==> src/rtl/spi_reg_slave_regs.svh <==
// Constants for the serial register-access slave: frame layout, sizes, link rates.
// Assumes inclusion by bare name from the design file.
`ifndef SPI_REG_SLAVE_REGS_SVH
`define SPI_REG_SLAVE_REGS_SVH

`define SRS_ADDR_W 10
`define SRS_DATA_W 8
`define SRS_REG_COUNT 1024
`define SRS_FRAME_BITS 24
`define SRS_HDR_BITS 16
`define SRS_ADDR_END 11
`define SRS_MAX_EXTRA_PACKETS 7
`define SRS_PACKET_BITS 24
`define SRS_LINK_MAX_HZ 25000000
`define SRS_LINK_TYP_HZ 12500000
`define SRS_SYS_HZ 125000000
`define SRS_FIFO_DEPTH 16

`endif

==> src/rtl/spi_reg_slave_pkg.sv <==
// Types shared by the serial register-access slave.
// Assumes nothing of its surroundings.
package spi_reg_slave_pkg;
    typedef enum logic [1:0] {
        FR_IDLE,
        FR_HEADER,
        FR_READ,
        FR_WRITE
    } frame_state_t;
endpackage

==> src/rtl/spi_register_access_slave.sv <==
// Mode 1 serial slave giving a host access to a 1024 x 8 register space.
// Assumes the register storage sits outside: reads come back combinationally
// from reg_rd_data_in for reg_rd_addr_out, writes leave through a FIFO port.
`timescale 1ns/1ps
`default_nettype none
`include "spi_reg_slave_regs.svh"
module spi_register_access_slave #(
    parameter int ADDR_W = `SRS_ADDR_W,
    parameter int DATA_W = `SRS_DATA_W,
    parameter int FIFO_DEPTH = `SRS_FIFO_DEPTH,
    parameter logic [`SRS_DATA_W-1:0] WRITABLE_MASK = 8'hFF,
    parameter logic [`SRS_DATA_W-1:0] USED_MASK = 8'hFF
) (
    input wire logic clk_sys_in,
    input wire logic arst_n_in,
    input wire logic serial_clock_in,
    input wire logic chip_select_n_in,
    input wire logic mosi_in,
    output logic miso_out,
    output logic miso_oe_out,
    output logic [ADDR_W-1:0] reg_rd_addr_out,
    input wire logic [DATA_W-1:0] reg_rd_data_in,
    output logic [ADDR_W-1:0] reg_wr_addr_out,
    output logic [DATA_W-1:0] reg_wr_data_out,
    output logic [DATA_W-1:0] reg_wr_mask_out,
    output logic reg_wr_valid_out,
    input wire logic reg_wr_ready_in,
    output logic wr_overflow_out
);
    initial begin
        if (ADDR_W != `SRS_ADDR_W || DATA_W != `SRS_DATA_W || FIFO_DEPTH < 2) begin
            $error("spi_register_access_slave: unsupported parameters");
        end
    end

    // ------------------------------------------------------------
    // Reset release and pin synchronisers
    // ------------------------------------------------------------
    logic [1:0] rst_sync_r;
    logic rst_n;
    always_ff @(posedge clk_sys_in or negedge arst_n_in) begin
        if (!arst_n_in) begin
            rst_sync_r <= 2'h0;
        end else begin
            rst_sync_r <= {rst_sync_r[0], 1'b1};
        end
    end
    assign rst_n = rst_sync_r[1];

    // Three stages per pin; a change counts once stages two and three agree
    logic [2:0] sclk_sync_r;
    logic [2:0] cs_sync_r;
    logic [2:0] mosi_sync_r;
    logic sclk_q_r;
    logic cs_n_q_r;
    logic mosi_q_r;
    always_ff @(posedge clk_sys_in or negedge rst_n) begin
        if (!rst_n) begin
            sclk_sync_r <= 3'h0;
            cs_sync_r <= 3'h7;
            mosi_sync_r <= 3'h0;
        end else begin
            sclk_sync_r <= {sclk_sync_r[1:0], serial_clock_in};
            cs_sync_r <= {cs_sync_r[1:0], chip_select_n_in};
            mosi_sync_r <= {mosi_sync_r[1:0], mosi_in};
        end
    end
    always_ff @(posedge clk_sys_in or negedge rst_n) begin
        if (!rst_n) begin
            sclk_q_r <= 1'b0;
            cs_n_q_r <= 1'b1;
            mosi_q_r <= 1'b0;
        end else begin
            if (sclk_sync_r[1] == sclk_sync_r[2]) begin
                sclk_q_r <= sclk_sync_r[2];
            end
            if (cs_sync_r[1] == cs_sync_r[2]) begin
                cs_n_q_r <= cs_sync_r[2];
            end
            if (mosi_sync_r[1] == mosi_sync_r[2]) begin
                mosi_q_r <= mosi_sync_r[2];
            end
        end
    end

    // ------------------------------------------------------------
    // Edge detection
    // ------------------------------------------------------------
    logic sclk_prev_r;
    logic sclk_fall;
    logic sclk_rise;
    always_ff @(posedge clk_sys_in or negedge rst_n) begin
        if (!rst_n) begin
            sclk_prev_r <= 1'b0;
        end else begin
            sclk_prev_r <= sclk_q_r;
        end
    end
    // Mode 1: master shifts on rising edge, both sides sample on falling
    assign sclk_fall = sclk_prev_r && !sclk_q_r && !cs_n_q_r;
    assign sclk_rise = !sclk_prev_r && sclk_q_r && !cs_n_q_r;

    // ------------------------------------------------------------
    // Frame sequencer
    // ------------------------------------------------------------
    spi_reg_slave_pkg::frame_state_t state_r;
    logic [4:0] bit_cnt_r;
    logic [`SRS_HDR_BITS-1:0] hdr_r;
    logic [DATA_W-1:0] wdata_r;
    logic [ADDR_W-1:0] addr_r;
    logic [3:0] packets_r;
    logic [DATA_W-1:0] tx_r;
    logic fifo_ready;
    logic push_r;
    logic [ADDR_W-1:0] push_addr_r;
    logic [DATA_W-1:0] push_data_r;
    logic [4:0] last_bit;
    logic chained_r;
    logic frame_end_wr;
    logic chain_more;

    assign last_bit = 5'(`SRS_FRAME_BITS - 1);
    // 24th falling edge of a write packet
    assign frame_end_wr = state_r == spi_reg_slave_pkg::FR_WRITE && sclk_fall &&
        bit_cnt_r == last_bit;
    assign chain_more = packets_r < 4'(`SRS_MAX_EXTRA_PACKETS);
    assign reg_rd_addr_out = addr_r;

    always_ff @(posedge clk_sys_in or negedge rst_n) begin
        if (!rst_n) begin
            state_r <= spi_reg_slave_pkg::FR_IDLE;
            bit_cnt_r <= 5'h00;
            hdr_r <= 16'h0000;
            addr_r <= 10'h000;
        end else begin
            if (cs_n_q_r) begin
                // A partial write is simply dropped with the counter
                state_r <= spi_reg_slave_pkg::FR_IDLE;
                bit_cnt_r <= 5'h00;
            end else begin
                unique case (state_r)
                    spi_reg_slave_pkg::FR_IDLE: begin
                        state_r <= spi_reg_slave_pkg::FR_HEADER;
                        bit_cnt_r <= 5'h00;
                    end
                    spi_reg_slave_pkg::FR_HEADER: begin
                        if (sclk_fall) begin
                            hdr_r <= {hdr_r[`SRS_HDR_BITS-2:0], mosi_q_r};
                            if (bit_cnt_r == 5'(`SRS_ADDR_END - 1)) begin
                                addr_r <= {hdr_r[ADDR_W-2:0], mosi_q_r};
                            end
                            bit_cnt_r <= bit_cnt_r + 5'h01;
                            if (bit_cnt_r == 5'(`SRS_HDR_BITS - 1)) begin
                                // Direction bit now sits one below the top of the header register
                                if (hdr_r[`SRS_HDR_BITS-2] || chained_r) begin
                                    state_r <= spi_reg_slave_pkg::FR_WRITE;
                                end else begin
                                    state_r <= spi_reg_slave_pkg::FR_READ;
                                end
                            end
                        end
                    end
                    spi_reg_slave_pkg::FR_READ: begin
                        // Input bits here are ignored
                        if (sclk_fall) begin
                            if (bit_cnt_r == last_bit) begin
                                addr_r <= addr_r + 10'h001;
                                bit_cnt_r <= 5'(`SRS_HDR_BITS);
                            end else begin
                                bit_cnt_r <= bit_cnt_r + 5'h01;
                            end
                        end
                    end
                    spi_reg_slave_pkg::FR_WRITE: begin
                        if (sclk_fall) begin
                            if (bit_cnt_r == last_bit) begin
                                bit_cnt_r <= 5'h00;
                                // Chained packets carry full headers again
                                if (chain_more) begin
                                    state_r <= spi_reg_slave_pkg::FR_HEADER;
                                end else begin
                                    state_r <= spi_reg_slave_pkg::FR_READ;
                                    bit_cnt_r <= 5'(`SRS_HDR_BITS);
                                end
                            end else begin
                                bit_cnt_r <= bit_cnt_r + 5'h01;
                            end
                        end
                    end
                endcase
            end
        end
    end

    // ------------------------------------------------------------
    // Chained-packet direction
    // ------------------------------------------------------------
    // Packets chained after a write are writes whatever their first bit says;
    // the header decision ORs this flag in, so a stray zero cannot start a read.
    always_ff @(posedge clk_sys_in or negedge rst_n) begin
        if (!rst_n) begin
            chained_r <= 1'b0;
        end else if (cs_n_q_r) begin
            chained_r <= 1'b0;
        end else if (push_r && state_r == spi_reg_slave_pkg::FR_HEADER) begin
            chained_r <= 1'b1;
        end
    end

    // ------------------------------------------------------------
    // Write packet capture
    // ------------------------------------------------------------
    always_ff @(posedge clk_sys_in or negedge rst_n) begin
        if (!rst_n) begin
            wdata_r <= 8'h00;
        end else if (state_r == spi_reg_slave_pkg::FR_WRITE && sclk_fall) begin
            wdata_r <= {wdata_r[DATA_W-2:0], mosi_q_r};
        end
    end

    // Commit on the 24th falling edge only; a cut frame never gets here
    always_ff @(posedge clk_sys_in or negedge rst_n) begin
        if (!rst_n) begin
            push_r <= 1'b0;
            push_addr_r <= 10'h000;
            push_data_r <= 8'h00;
        end else begin
            push_r <= frame_end_wr;
            if (frame_end_wr) begin
                push_addr_r <= addr_r;
                push_data_r <= {wdata_r[DATA_W-2:0], mosi_q_r};
            end
        end
    end

    // Write packets completed under this select, the first included, held at seven
    always_ff @(posedge clk_sys_in or negedge rst_n) begin
        if (!rst_n) begin
            packets_r <= 4'h0;
        end else if (cs_n_q_r) begin
            packets_r <= 4'h0;
        end else if (frame_end_wr && chain_more) begin
            packets_r <= packets_r + 4'h1;
        end
    end

    // ------------------------------------------------------------
    // Read data shifter
    // ------------------------------------------------------------
    // Loaded on the falling edge ending the dead bits, shifted on rising edges
    logic tx_active_r;
    always_ff @(posedge clk_sys_in or negedge rst_n) begin
        if (!rst_n) begin
            tx_r <= 8'h00;
            tx_active_r <= 1'b0;
        end else if (cs_n_q_r) begin
            tx_r <= 8'h00;
            tx_active_r <= 1'b0;
        end else if (state_r == spi_reg_slave_pkg::FR_READ && !chained_r &&
                     sclk_fall && bit_cnt_r == last_bit) begin
            tx_r <= 8'h00;
            tx_active_r <= 1'b0;
        end else if (!tx_active_r && state_r == spi_reg_slave_pkg::FR_READ && !chained_r &&
                     bit_cnt_r == 5'(`SRS_HDR_BITS)) begin
            tx_r <= reg_rd_data_in & USED_MASK;
            tx_active_r <= 1'b1;
        end else if (tx_active_r && sclk_rise && bit_cnt_r != 5'(`SRS_HDR_BITS)) begin
            tx_r <= {tx_r[DATA_W-2:0], 1'b0};
        end
    end

    // ------------------------------------------------------------
    // Serial output pin
    // ------------------------------------------------------------
    always_ff @(posedge clk_sys_in or negedge rst_n) begin
        if (!rst_n) begin
            miso_out <= 1'b0;
            miso_oe_out <= 1'b0;
        end else begin
            miso_oe_out <= !cs_n_q_r;
            // Zero outside data positions of a read
            miso_out <= tx_active_r ? tx_r[DATA_W-1] : 1'b0;
        end
    end

    // ------------------------------------------------------------
    // Write path through the FIFO
    // ------------------------------------------------------------
    // Only the writable bits are flagged; storage must honour the mask
    logic [ADDR_W+DATA_W-1:0] fifo_out;
    logic overflow_r;
    logic fifo_valid;
    logic fifo_pop;
    logic out_valid_r;
    logic [ADDR_W-1:0] out_addr_r;
    logic [DATA_W-1:0] out_data_r;
    write_fifo #(
        .WIDTH(ADDR_W + DATA_W),
        .DEPTH(FIFO_DEPTH)
    ) u_write_fifo (
        .clk_in(clk_sys_in),
        .rst_n_in(rst_n),
        .wr_data_in({push_addr_r, push_data_r & WRITABLE_MASK}),
        .wr_valid_in(push_r),
        .wr_ready_out(fifo_ready),
        .rd_data_out(fifo_out),
        .rd_valid_out(fifo_valid),
        .rd_ready_in(fifo_pop)
    );

    // Output stage keeps the write port on flip-flops;
    // capacity becomes FIFO_DEPTH plus one pending write
    assign fifo_pop = fifo_valid && (!out_valid_r || reg_wr_ready_in);
    always_ff @(posedge clk_sys_in or negedge rst_n) begin
        if (!rst_n) begin
            out_valid_r <= 1'b0;
        end else if (fifo_pop) begin
            out_valid_r <= 1'b1;
        end else if (reg_wr_ready_in) begin
            out_valid_r <= 1'b0;
        end
    end
    always_ff @(posedge clk_sys_in or negedge rst_n) begin
        if (!rst_n) begin
            out_addr_r <= 10'h000;
            out_data_r <= 8'h00;
        end else if (fifo_pop) begin
            out_addr_r <= fifo_out[ADDR_W+DATA_W-1:DATA_W];
            out_data_r <= fifo_out[DATA_W-1:0];
        end
    end
    assign reg_wr_valid_out = out_valid_r;
    assign reg_wr_addr_out = out_addr_r;
    assign reg_wr_data_out = out_data_r;
    assign reg_wr_mask_out = WRITABLE_MASK;

    // The link cannot be stalled, so a full FIFO drops the write and flags it
    always_ff @(posedge clk_sys_in or negedge rst_n) begin
        if (!rst_n) begin
            overflow_r <= 1'b0;
        end else if (push_r && !fifo_ready) begin
            overflow_r <= 1'b1;
        end
    end
    assign wr_overflow_out = overflow_r;
endmodule
`default_nettype wire

==> src/rtl/write_fifo.sv <==
// Small FIFO with valid/ready on both sides, holding pending register writes.
// Assumes a single clock and a synchronous active-low reset copy.
`timescale 1ns/1ps
`default_nettype none
module write_fifo #(
    parameter int WIDTH = 18,
    parameter int DEPTH = 16
) (
    input wire logic clk_in,
    input wire logic rst_n_in,
    input wire logic [WIDTH-1:0] wr_data_in,
    input wire logic wr_valid_in,
    output logic wr_ready_out,
    output logic [WIDTH-1:0] rd_data_out,
    output logic rd_valid_out,
    input wire logic rd_ready_in
);
    localparam int AW = $clog2(DEPTH);
    initial begin
        if (DEPTH < 2 || (DEPTH & (DEPTH - 1)) != 0 || WIDTH < 1) begin
            $error("write_fifo: DEPTH must be a power of two >= 2");
        end
    end
    logic [WIDTH-1:0] mem_r [DEPTH];
    logic [AW:0] wptr_r;
    logic [AW:0] rptr_r;
    logic full;
    logic empty;
    logic push;
    logic pop;
    assign full = (wptr_r[AW] != rptr_r[AW]) && (wptr_r[AW-1:0] == rptr_r[AW-1:0]);
    assign empty = (wptr_r == rptr_r);
    assign wr_ready_out = !full;
    assign rd_valid_out = !empty;
    assign push = wr_valid_in && !full;
    assign pop = rd_ready_in && !empty;
    assign rd_data_out = mem_r[rptr_r[AW-1:0]];
    always_ff @(posedge clk_in) begin
        if (push) begin
            mem_r[wptr_r[AW-1:0]] <= wr_data_in;
        end
    end
    always_ff @(posedge clk_in or negedge rst_n_in) begin
        if (!rst_n_in) begin
            wptr_r <= '0;
            rptr_r <= '0;
        end else begin
            if (push) begin
                wptr_r <= wptr_r + 1'b1;
            end
            if (pop) begin
                rptr_r <= rptr_r + 1'b1;
            end
        end
    end
endmodule
`default_nettype wire
==> config.mk <==
export PLATFORM = sky130hd
export DESIGN_NAME = spi_register_access_slave
export DESIGN_NICKNAME = d
export VERILOG_FILES = /design/src/rtl/spi_reg_slave_pkg.sv /design/src/rtl/spi_register_access_slave.sv /design/src/rtl/write_fifo.sv
export VERILOG_INCLUDE_DIRS = /design/src /design/src/rtl
export SDC_FILE = /design/constraint.sdc
export NUM_CORES = 1
export LEC_CHECK = 0
export BUFFER_PORTS_ARGS = -buffer_cell sky130_fd_sc_hd__buf_2
export CAP_MARGIN = 20
export CORE_MARGIN = 8
export CORE_UTILIZATION = 50
export DETAILED_ROUTE_END_ITERATION = 16
export PLACE_DENSITY = 0.66
export SLEW_MARGIN = 25
export SYNTH_ARGS = -nofsm -noshare
export SYNTH_HDL_FRONTEND = slang
export SYNTH_SLANG_ARGS = --single-unit
==> constraint.sdc <==
create_clock -name clk_sys_in -period 3.3 [get_ports clk_sys_in]
set_input_delay 0.495 -clock clk_sys_in [delete_from_list [all_inputs] [get_ports clk_sys_in]]
set_output_delay 0.495 -clock clk_sys_in [all_outputs]
set_load 0.05 [all_outputs]
## Word level (Yosys, flattened, before mapping)

Memories as Yosys holds them, arrays and structs flattened. A register that Yosys moved wholly into a read port is not among the register bits.
Cells that the tools add are included.

| storage, ports and cells | value |
|---|---|
| word-level logic and storage cells | 138 |
| input bits | 14 |
| flip-flop bits (word level) | 101 |
| RAM bits | 288 |
| output and inout bits | 40 |
| memories kept | 1 |

| cells by class | value |
|---|---|
| bitwise operators | 1 |
| equality and inequality tests | 23 |
| add/subtract/negate cells | 5 |
| order comparisons | 1 |
| reduce and logical (&&, ||, !) cells | 44 |
| muxes and demuxes | 37 |

Memory list:

| memory | depth | width | read ports | clocked after Yosys merged registers in | wr ports | line | text |
|---|---|---|---|---|---|---|---|
| u_write_fifo.mem_r | 16 | 18 | 1 | 1 | 1 | write_fifo.sv:24 | `logic [WIDTH-1:0] mem_r [DEPTH];` |

Operators by type and width:

| cell | number |
|---|---|
| 10-bit 2-to-1 mux | 4 |
| 5-bit 2-to-1 mux | 7 |
| 8-bit 2-to-1 mux | 4 |
| 1-bit logical AND | 21 |
| 10-bit case mux with 2 select lines | 1 |
| 5-bit case mux with 4 select lines | 1 |
| 5-bit by 1-bit adder with 5-bit output, second input constant | 3 |
| 2-bit 2-to-1 mux | 6 |
| 3-bit != test, second input constant | 4 |
| 1-bit 2-to-1 mux | 11 |
| 10-bit by 1-bit adder with 10-bit output, second input constant | 1 |
| 5-bit by 4-bit == test with 1-bit output, second input constant | 2 |
| 5-bit == test, second input constant | 2 |
| 1-bit logical NOT | 9 |
| 4-bit 2-to-1 mux | 2 |
| 2-bit != test, second input constant | 4 |
| 2-bit nonzero test | 4 |
| 4-bit nonzero test | 2 |
| 2-bit case mux with 3 select lines | 1 |
| 3-bit AND reduction | 2 |
| 6-bit AND reduction | 1 |
| 5-bit == test | 1 |
| 5-bit != test, second input constant | 1 |
| 5-bit AND reduction | 1 |
| 12 further kinds | 16 |

## Logic depth before layout (Yosys ltp)

| depth | value |
|---|---|
| depth after elaboration | 9 |
| depth in mapped cells | 7 |
| gate-level depth less buffers | 7 |

## Cells and area by module

From an unflattened synthesis, not the netlist that was laid out.

| unflattened totals | value |
|---|---|
| cells, all modules | 888 |
| area total of the unflattened synthesis | 16184.3 µm² |

Modules (own cells, without submodules):

| module | times used | cells an instance | area an instance (µm²) | seq. area each (µm²) |
|---|---|---|---|---|
| write_fifo | 1 | 528 | 11512.3 | 8898.5 |
| spi_register_access_slave | 1 | 360 | 4672.0 | 2732.6 |

## Worst setup path after synthesis

No wires, ideal clock.

| path | value |
|---|---|
| kind | reg-to-reg |
| from | register u_write_fifo.rptr_r[3] |
| to | memory u_write_fifo.mem_r[0][0], enable pin |
| data required time | 2854 ps |
| clock period less this slack | 3533 ps |
| cell stages (with the launch flop) | 7 |
| slack | -233 ps |
| buffers on the path | 2 |
| arrival time | 3088 ps |
| setup time | 446 ps |
| path through | dfrtp_1 clkbuf_1 xnor2_1 nand4_1 buf_2 o21ai_0 nor4b_1 |

| on the way | value |
|---|---|
| word-level cells in the longest chain between the ends | 6 |

RTL lines:

| what | line | text |
|---|---|---|
| start: declaration | write_fifo.sv:26 | `logic [AW:0] rptr_r;` |
| start signal: assignment | write_fifo.sv:52 | `rptr_r <= rptr_r + 1'b1;` |
| 4-bit == test | write_fifo.sv:31 | `assign full = (wptr_r[AW] != rptr_r[AW]) && (wptr_r[AW-1:0] == rptr_r[AW-1:0]);` |
| 1-bit logical AND | write_fifo.sv:31 |  |
| 1-bit logical NOT | -- |  |
| 1-bit logical AND | write_fifo.sv:35 | `assign push = wr_valid_in && !full;` |
| 1-bit 2-to-1 mux | write_fifo.sv:39 | `if (push) begin` |
| 1-bit 2-to-1 mux (not written as such) | write_fifo.sv:40 | `mem_r[wptr_r[AW-1:0]] <= wr_data_in;` |
| end: declaration | write_fifo.sv:24 |  |

No other way between the ends.

## Worst setup path in the final report

| path | value |
|---|---|
| from | register u_write_fifo.wptr_r[3] |
| to | memory u_write_fifo.mem_r[4][11], enable pin |

| on the way | value |
|---|---|
| word-level cells in the longest chain between the ends | 6 |

RTL lines:

| what | line | text |
|---|---|---|
| start: declaration | write_fifo.sv:25 | `logic [AW:0] wptr_r;` |
| start signal: assignment | write_fifo.sv:49 | `wptr_r <= wptr_r + 1'b1;` |
| 4-bit == test | write_fifo.sv:31 |  |
| 1-bit logical AND | write_fifo.sv:31 |  |
| 1-bit logical NOT | -- |  |
| 1-bit logical AND | write_fifo.sv:35 |  |
| 1-bit 2-to-1 mux | write_fifo.sv:39 |  |
| 1-bit 2-to-1 mux (not written as such) | write_fifo.sv:40 |  |

Several ways; a longest one is shown, not always the timed one.

==> impl_results.html <==
<table>
<tr><th>Metric</th><th>Value</th></tr>
<tr><th colspan="2">Layout</th></tr>
<tr><td>Leading cell type in the layout, fill and taps excluded</td><td>sky130_fd_sc_hd__edfxtp_1</td></tr>
<tr><td>ANT cells</td><td>0</td></tr>
<tr><td>Fraction of final layout cells with drive strength greater than 1</td><td>~28%</td></tr>
<tr><td>Relative area change from synthesis to final layout</td><td>13.0%</td></tr>
<tr><td>Final Instance Count excl. Fillers</td><td>about 1,400</td></tr>
<tr><td>Net count reported at finish</td><td>a little under 1,000</td></tr>
<tr><td>Core Util, Final</td><td>57.6%</td></tr>
<tr><td>Commonest non-fill, non-tap cells in the layout</td><td>sky130_fd_sc_hd__edfxtp_1, sky130_fd_sc_hd__dfrtp_1, sky130_fd_sc_hd__mux4_2</td></tr>
<tr><th colspan="2">Timing</th></tr>
<tr><td>Final Skew</td><td>approximately 0.026 ns</td></tr>
<tr><td>Slew @ Worst Pin</td><td>approximately 1.1 ns</td></tr>
<tr><td>Number of failing setup endpoints in the final timing report</td><td>0</td></tr>
<tr><td>Total Negative Setup Slacks</td><td>0 ns</td></tr>
<tr><td>Final critical-path share of the clock period</td><td>around 81%</td></tr>
<tr><td>Final hold violations</td><td>0</td></tr>
<tr><td>Maximum operating frequency</td><td>0.376 GHz</td></tr>
<tr><td>RSZ-0062 raised after global routing</td><td>no</td></tr>
<tr><td>Final max-slew violation count</td><td>0</td></tr>
<tr><td>Relative slew slack</td><td>between 20% and 30%</td></tr>
<tr><td>Final hold slack</td><td>slightly above 0.07 ns</td></tr>
<tr><td>Tmin final</td><td>2.66 ns</td></tr>
<tr><th colspan="2">Critical path</th></tr>
<tr><td>Critical Path, Cell by Cell</td><td>xnor2_1, nand4_1, o21a_1, and4b_1, buf_4</td></tr>
<tr><td>Critical path data required time</td><td>roughly 3.5 ns</td></tr>
<tr><td>Largest delay contributor family on the critical path</td><td>simple AND/OR/NAND/NOR gates</td></tr>
<tr><td>WP buf/inv</td><td>1</td></tr>
<tr><td>WS Path Type</td><td>flop to flop</td></tr>
<tr><td>Maximum fanout count along the critical path</td><td>18</td></tr>
<tr><td>Signal arrival time at the worst endpoint</td><td>2.88 ns</td></tr>
<tr><td>Crit path max-delay cell type</td><td>sky130_fd_sc_hd__dfrtp_1</td></tr>
<tr><td>Critical Path Sink Type</td><td>flop</td></tr>
<tr><td>Delay of the slowest critical-path stage</td><td>0.73 ns</td></tr>
<tr><td>Startpoint Class</td><td>flop</td></tr>
<tr><th colspan="2">Logic synthesis</th></tr>
<tr><td>Flop and latch count out of synthesis</td><td>407</td></tr>
<tr><td>Post-synth top area share</td><td>between 50% and 60%</td></tr>
<tr><td>Top flip-flop cell by instance count after synthesis</td><td>sky130_fd_sc_hd__edfxtp_1</td></tr>
<tr><td>Biggest area contributors in the synthesized netlist</td><td>sky130_fd_sc_hd__edfxtp_1, sky130_fd_sc_hd__dfrtp_1, sky130_fd_sc_hd__mux4_2</td></tr>
<tr><td>Instance count of the mapped netlist</td><td>just under 900</td></tr>
<tr><td>Total standard cell area after synthesis</td><td>between 15,000 and 20,000 um2</td></tr>
<tr><td>Dominant cell type by area after synthesis</td><td>sky130_fd_sc_hd__edfxtp_1</td></tr>
<tr><td>Number of warnings reported in the yosys synthesis log</td><td>0</td></tr>
<tr><td>Async set-reset flop share out of synthesis</td><td>just under 30%</td></tr>
<tr><td>Post-synthesis sequential area ratio</td><td>approximately 70%</td></tr>
<tr><td>Number of enable-type register cells in the synthesized netlist</td><td>288</td></tr>
<tr><td>Number of distinct library cells after synthesis</td><td>56</td></tr>
<tr><td>Synthesized area per cell</td><td>18.5 um2</td></tr>
<tr><th colspan="2">Place</th></tr>
<tr><td>Detailed-placement wirelength estimate</td><td>a little under 20 mm</td></tr>
<tr><td>Number of I/O port buffers</td><td>45</td></tr>
<tr><td>Count of placed standard cells including taps</td><td>1,305</td></tr>
<tr><td>Final estimated routing congestion in global placement</td><td>roughly 0.77</td></tr>
<tr><th colspan="2">Floorplanning</th></tr>
<tr><td>Initial standard-cell utilization of the core</td><td>between 50% and 60%</td></tr>
<tr><td>Num ports</td><td>54</td></tr>
<tr><td>Area of the die</td><td>38,300 um2</td></tr>
<tr><td>Placeable Area</td><td>around 32,000 um2</td></tr>
<tr><td>Horizontal die dimension</td><td>approximately 200 um</td></tr>
<tr><td>Number of placement rows</td><td>65</td></tr>
<tr><td>Chip height</td><td>about 200 um</td></tr>
<tr><th colspan="2">Clock network</th></tr>
<tr><td>Clock latency on the worst-skew pair</td><td>between 0.5 and 0.6 ns</td></tr>
<tr><td>Postcts setup bufs</td><td>0</td></tr>
<tr><td>PostCTS Resize Cnt</td><td>0</td></tr>
<tr><td>CTS buffer count</td><td>between 40 and 50</td></tr>
<tr><td>Clock tree from TritonCTS</td><td>yes</td></tr>
<tr><td>Number of buffers added to fix hold violations after cts</td><td>1</td></tr>
<tr><td>Number of buffers on the longest clock path</td><td>3</td></tr>
<tr><td>Library cell used as clock root buffer</td><td>sky130_fd_sc_hd__clkbuf_16</td></tr>
<tr><td>Sink Count</td><td>just over 400</td></tr>
<tr><td>H-tree depth</td><td>2</td></tr>
<tr><td>Worst-path clk slew</td><td>0.06 ns</td></tr>
<tr><th colspan="2">GRT</th></tr>
<tr><td>Global route overflow</td><td>0</td></tr>
<tr><td>Via count of the first global-routing pass</td><td>8,425</td></tr>
<tr><td>First-pass GRT wire length</td><td>roughly 50 mm</td></tr>
<tr><td>Maximum number of pins on one net before global-route repair</td><td>76</td></tr>
<tr><td>Initial antenna violation count</td><td>0</td></tr>
<tr><td>Total global routing track utilization</td><td>between 10% and 20%</td></tr>
<tr><th colspan="2">Routing</th></tr>
<tr><td>Number of iterations in the first detailed-routing pass</td><td>5</td></tr>
<tr><td>Number of DRC violations after detailed routing</td><td>0</td></tr>
<tr><td>Avg WL per Cell</td><td>between 20 and 25 um</td></tr>
<tr><td>Post-route ant nets</td><td>0</td></tr>
<tr><td>Routed wire length</td><td>approximately 32 mm</td></tr>
<tr><td>DR vias</td><td>between 8,000 and 9,000</td></tr>
<tr><td>Initial DRC Count</td><td>approximately 500</td></tr>
<tr><td>Post-DR vias/cell</td><td>5.83</td></tr>
<tr><th colspan="2">Power and ir drop</th></tr>
<tr><td>Cell Pwr Density</td><td>around 640 nW/um2</td></tr>
<tr><td>Leakage component of the power</td><td>around 7.5 nW</td></tr>
<tr><td>Max IR drop VDD</td><td>around 0.5 mV</td></tr>
<tr><th colspan="2">Min path</th></tr>
<tr><td>Path class of the lowest-slack min-delay path</td><td>input port to flop</td></tr>
<tr><th colspan="2">Flow run</th></tr>
<tr><td>Max capacitance violation total</td><td>0</td></tr>
<tr><th colspan="2">Status</th></tr>
<tr><td>Status</td><td>finished, final reports clean</td></tr>
</table>
metal layers:
layer | vias to the layer above | routed length, um | part of all wire [%] | track usage [%]
li1 | 3616 | - | - | -
met1 | 4226 | 14000 | 44 | 22.7
met2 | 166 | 15900 | 50 | 28.5
met3 | 38 | 1360 | 4.3 | 2.72
met4 | 0 | 457 | 1.4 | 3.51
met5 | - | 0 | 0 | 0
logic make-up (layout without fill, tap and decap cells):
logic type	count (synthesis)	count (layout)	share of synthesized area, %
DFF	407	407	72.1
and+or+nand+nor	136	136	5.01
muxes	134	134	14.4
AOI/OAI and AO/OA	98	98	4.35
buffers and inverters	68	163	2.21
xor gates and xnor gates	16	16	0.869
adders and majority gates	14	14	1.04
other	1	9	0.0233
path summary, 6_finish.rpt:
path	from	end	slack (ns)	depth (start not counted)
worst max-delay path	u_write_fifo.wptr_r[3]	u_write_fifo.mem_r[4][11]	0.64	5
worst min-delay path	chip_select_n_in	cs_sync_r[0]	0.07	1
worst max register to register	u_write_fifo.wptr_r[3]	u_write_fifo.mem_r[4][11]	0.64	5
worst min register to register	mosi_sync_r[0]	mosi_sync_r[1]	0.35	0
max in group asynchronous	rst_sync_r[1]	reg_wr_addr_out[8]	2.06	1
min in group asynchronous	arst_n_in	rst_sync_r[1]	0.27	2
worst register-to-register path: cells and delay by family, from the launching register on:
kind / cells / cell delay [ns]
AOI/OAI and AO/OA: 1 / 0.35
DFF: 1 / 0.73
and+or+nand+nor: 2 / 0.83
buffers and inverters: 1 / 0.32
xor gates and xnor gates: 1 / 0.13
area by class of cell:
| type | instances | area (um2) |
|---|---|---|
| clock buffers | 63 | 1250 |
| clock inverters | 10 | 81.3 |
| fillers | 2330 | 13400 |
| inverters | 14 | 52.6 |
| multi-input cells | 407 | 4200 |
| flip-flops and latches | 407 | 11600 |
| well taps | 402 | 503 |
| repair buffers | 76 | 498 |
through the flow:
step | total power, mW | setup WS (ns) | area (um2)
6_report | 11.6 | 0.641 | 18200
5_1_grt | 12.0 | 0.434 | 18200
4_1_cts | 11.7 | 0.528 | 18200
3_5_place_dp | 7.21 | 0.557 | 16900
3_3_place_gp | 7.19 | 0.611 | 16900
2_1_floorplan | 6.85 | -0.228 | 16200
cells in the mapped netlist, types with 6 or more instances:
master	count
sky130_fd_sc_hd__nor3_1	8
sky130_fd_sc_hd__nand3_1	14
sky130_fd_sc_hd__buf_2	9
sky130_fd_sc_hd__nand4_1	11
sky130_fd_sc_hd__nand2_1	32
sky130_fd_sc_hd__inv_1	14
sky130_fd_sc_hd__o211ai_1	14
sky130_fd_sc_hd__edfxtp_1	288
sky130_fd_sc_hd__a2bb2oi_1	9
sky130_fd_sc_hd__a21oi_1	9
sky130_fd_sc_hd__nor2_1	18
sky130_fd_sc_hd__and4b_1	9
sky130_fd_sc_hd__ha_1	11
sky130_fd_sc_hd__a22oi_1	37
sky130_fd_sc_hd__buf_6	6
sky130_fd_sc_hd__mux4_2	72
sky130_fd_sc_hd__mux2_1	10
sky130_fd_sc_hd__o21ai_0	10
sky130_fd_sc_hd__and3_1	7
sky130_fd_sc_hd__mux2_2	50
sky130_fd_sc_hd__nor2b_1	7
sky130_fd_sc_hd__clkbuf_1	23
sky130_fd_sc_hd__buf_4	12
sky130_fd_sc_hd__dfrtp_1	115
sky130_fd_sc_hd__xnor2_1	13
sequential cells by signal, indices dropped and copies added, names as in the netlist, 2 cells and up:
signal,flops
tx_r,8
sclk_sync_r,3
u_write_fifo.mem_r,288
reg_rd_addr_out,10
u_write_fifo.rptr_r,5
cs_sync_r,3
packets_r,4
bit_cnt_r,5
state_r,2
mosi_sync_r,3
reg_wr_addr_out,10
push_addr_r,10
wdata_r,7
hdr_r,15
rst_sync_r,2
push_data_r,8
u_write_fifo.wptr_r,5
reg_wr_data_out,8
where the power goes:
| group | internal [mW] | leakage [nW] | total (mW) | switching [mW] |
|---|---|---|---|---|
| sequential | 5.51 | 4.94 | 5.63 | 0.116 |
| clock | 2.68 | 0.652 | 4.51 | 1.82 |
| combinational | 0.571 | 1.88 | 1.44 | 0.871 |
Note: power is estimated with default switching activity, not from simulation.
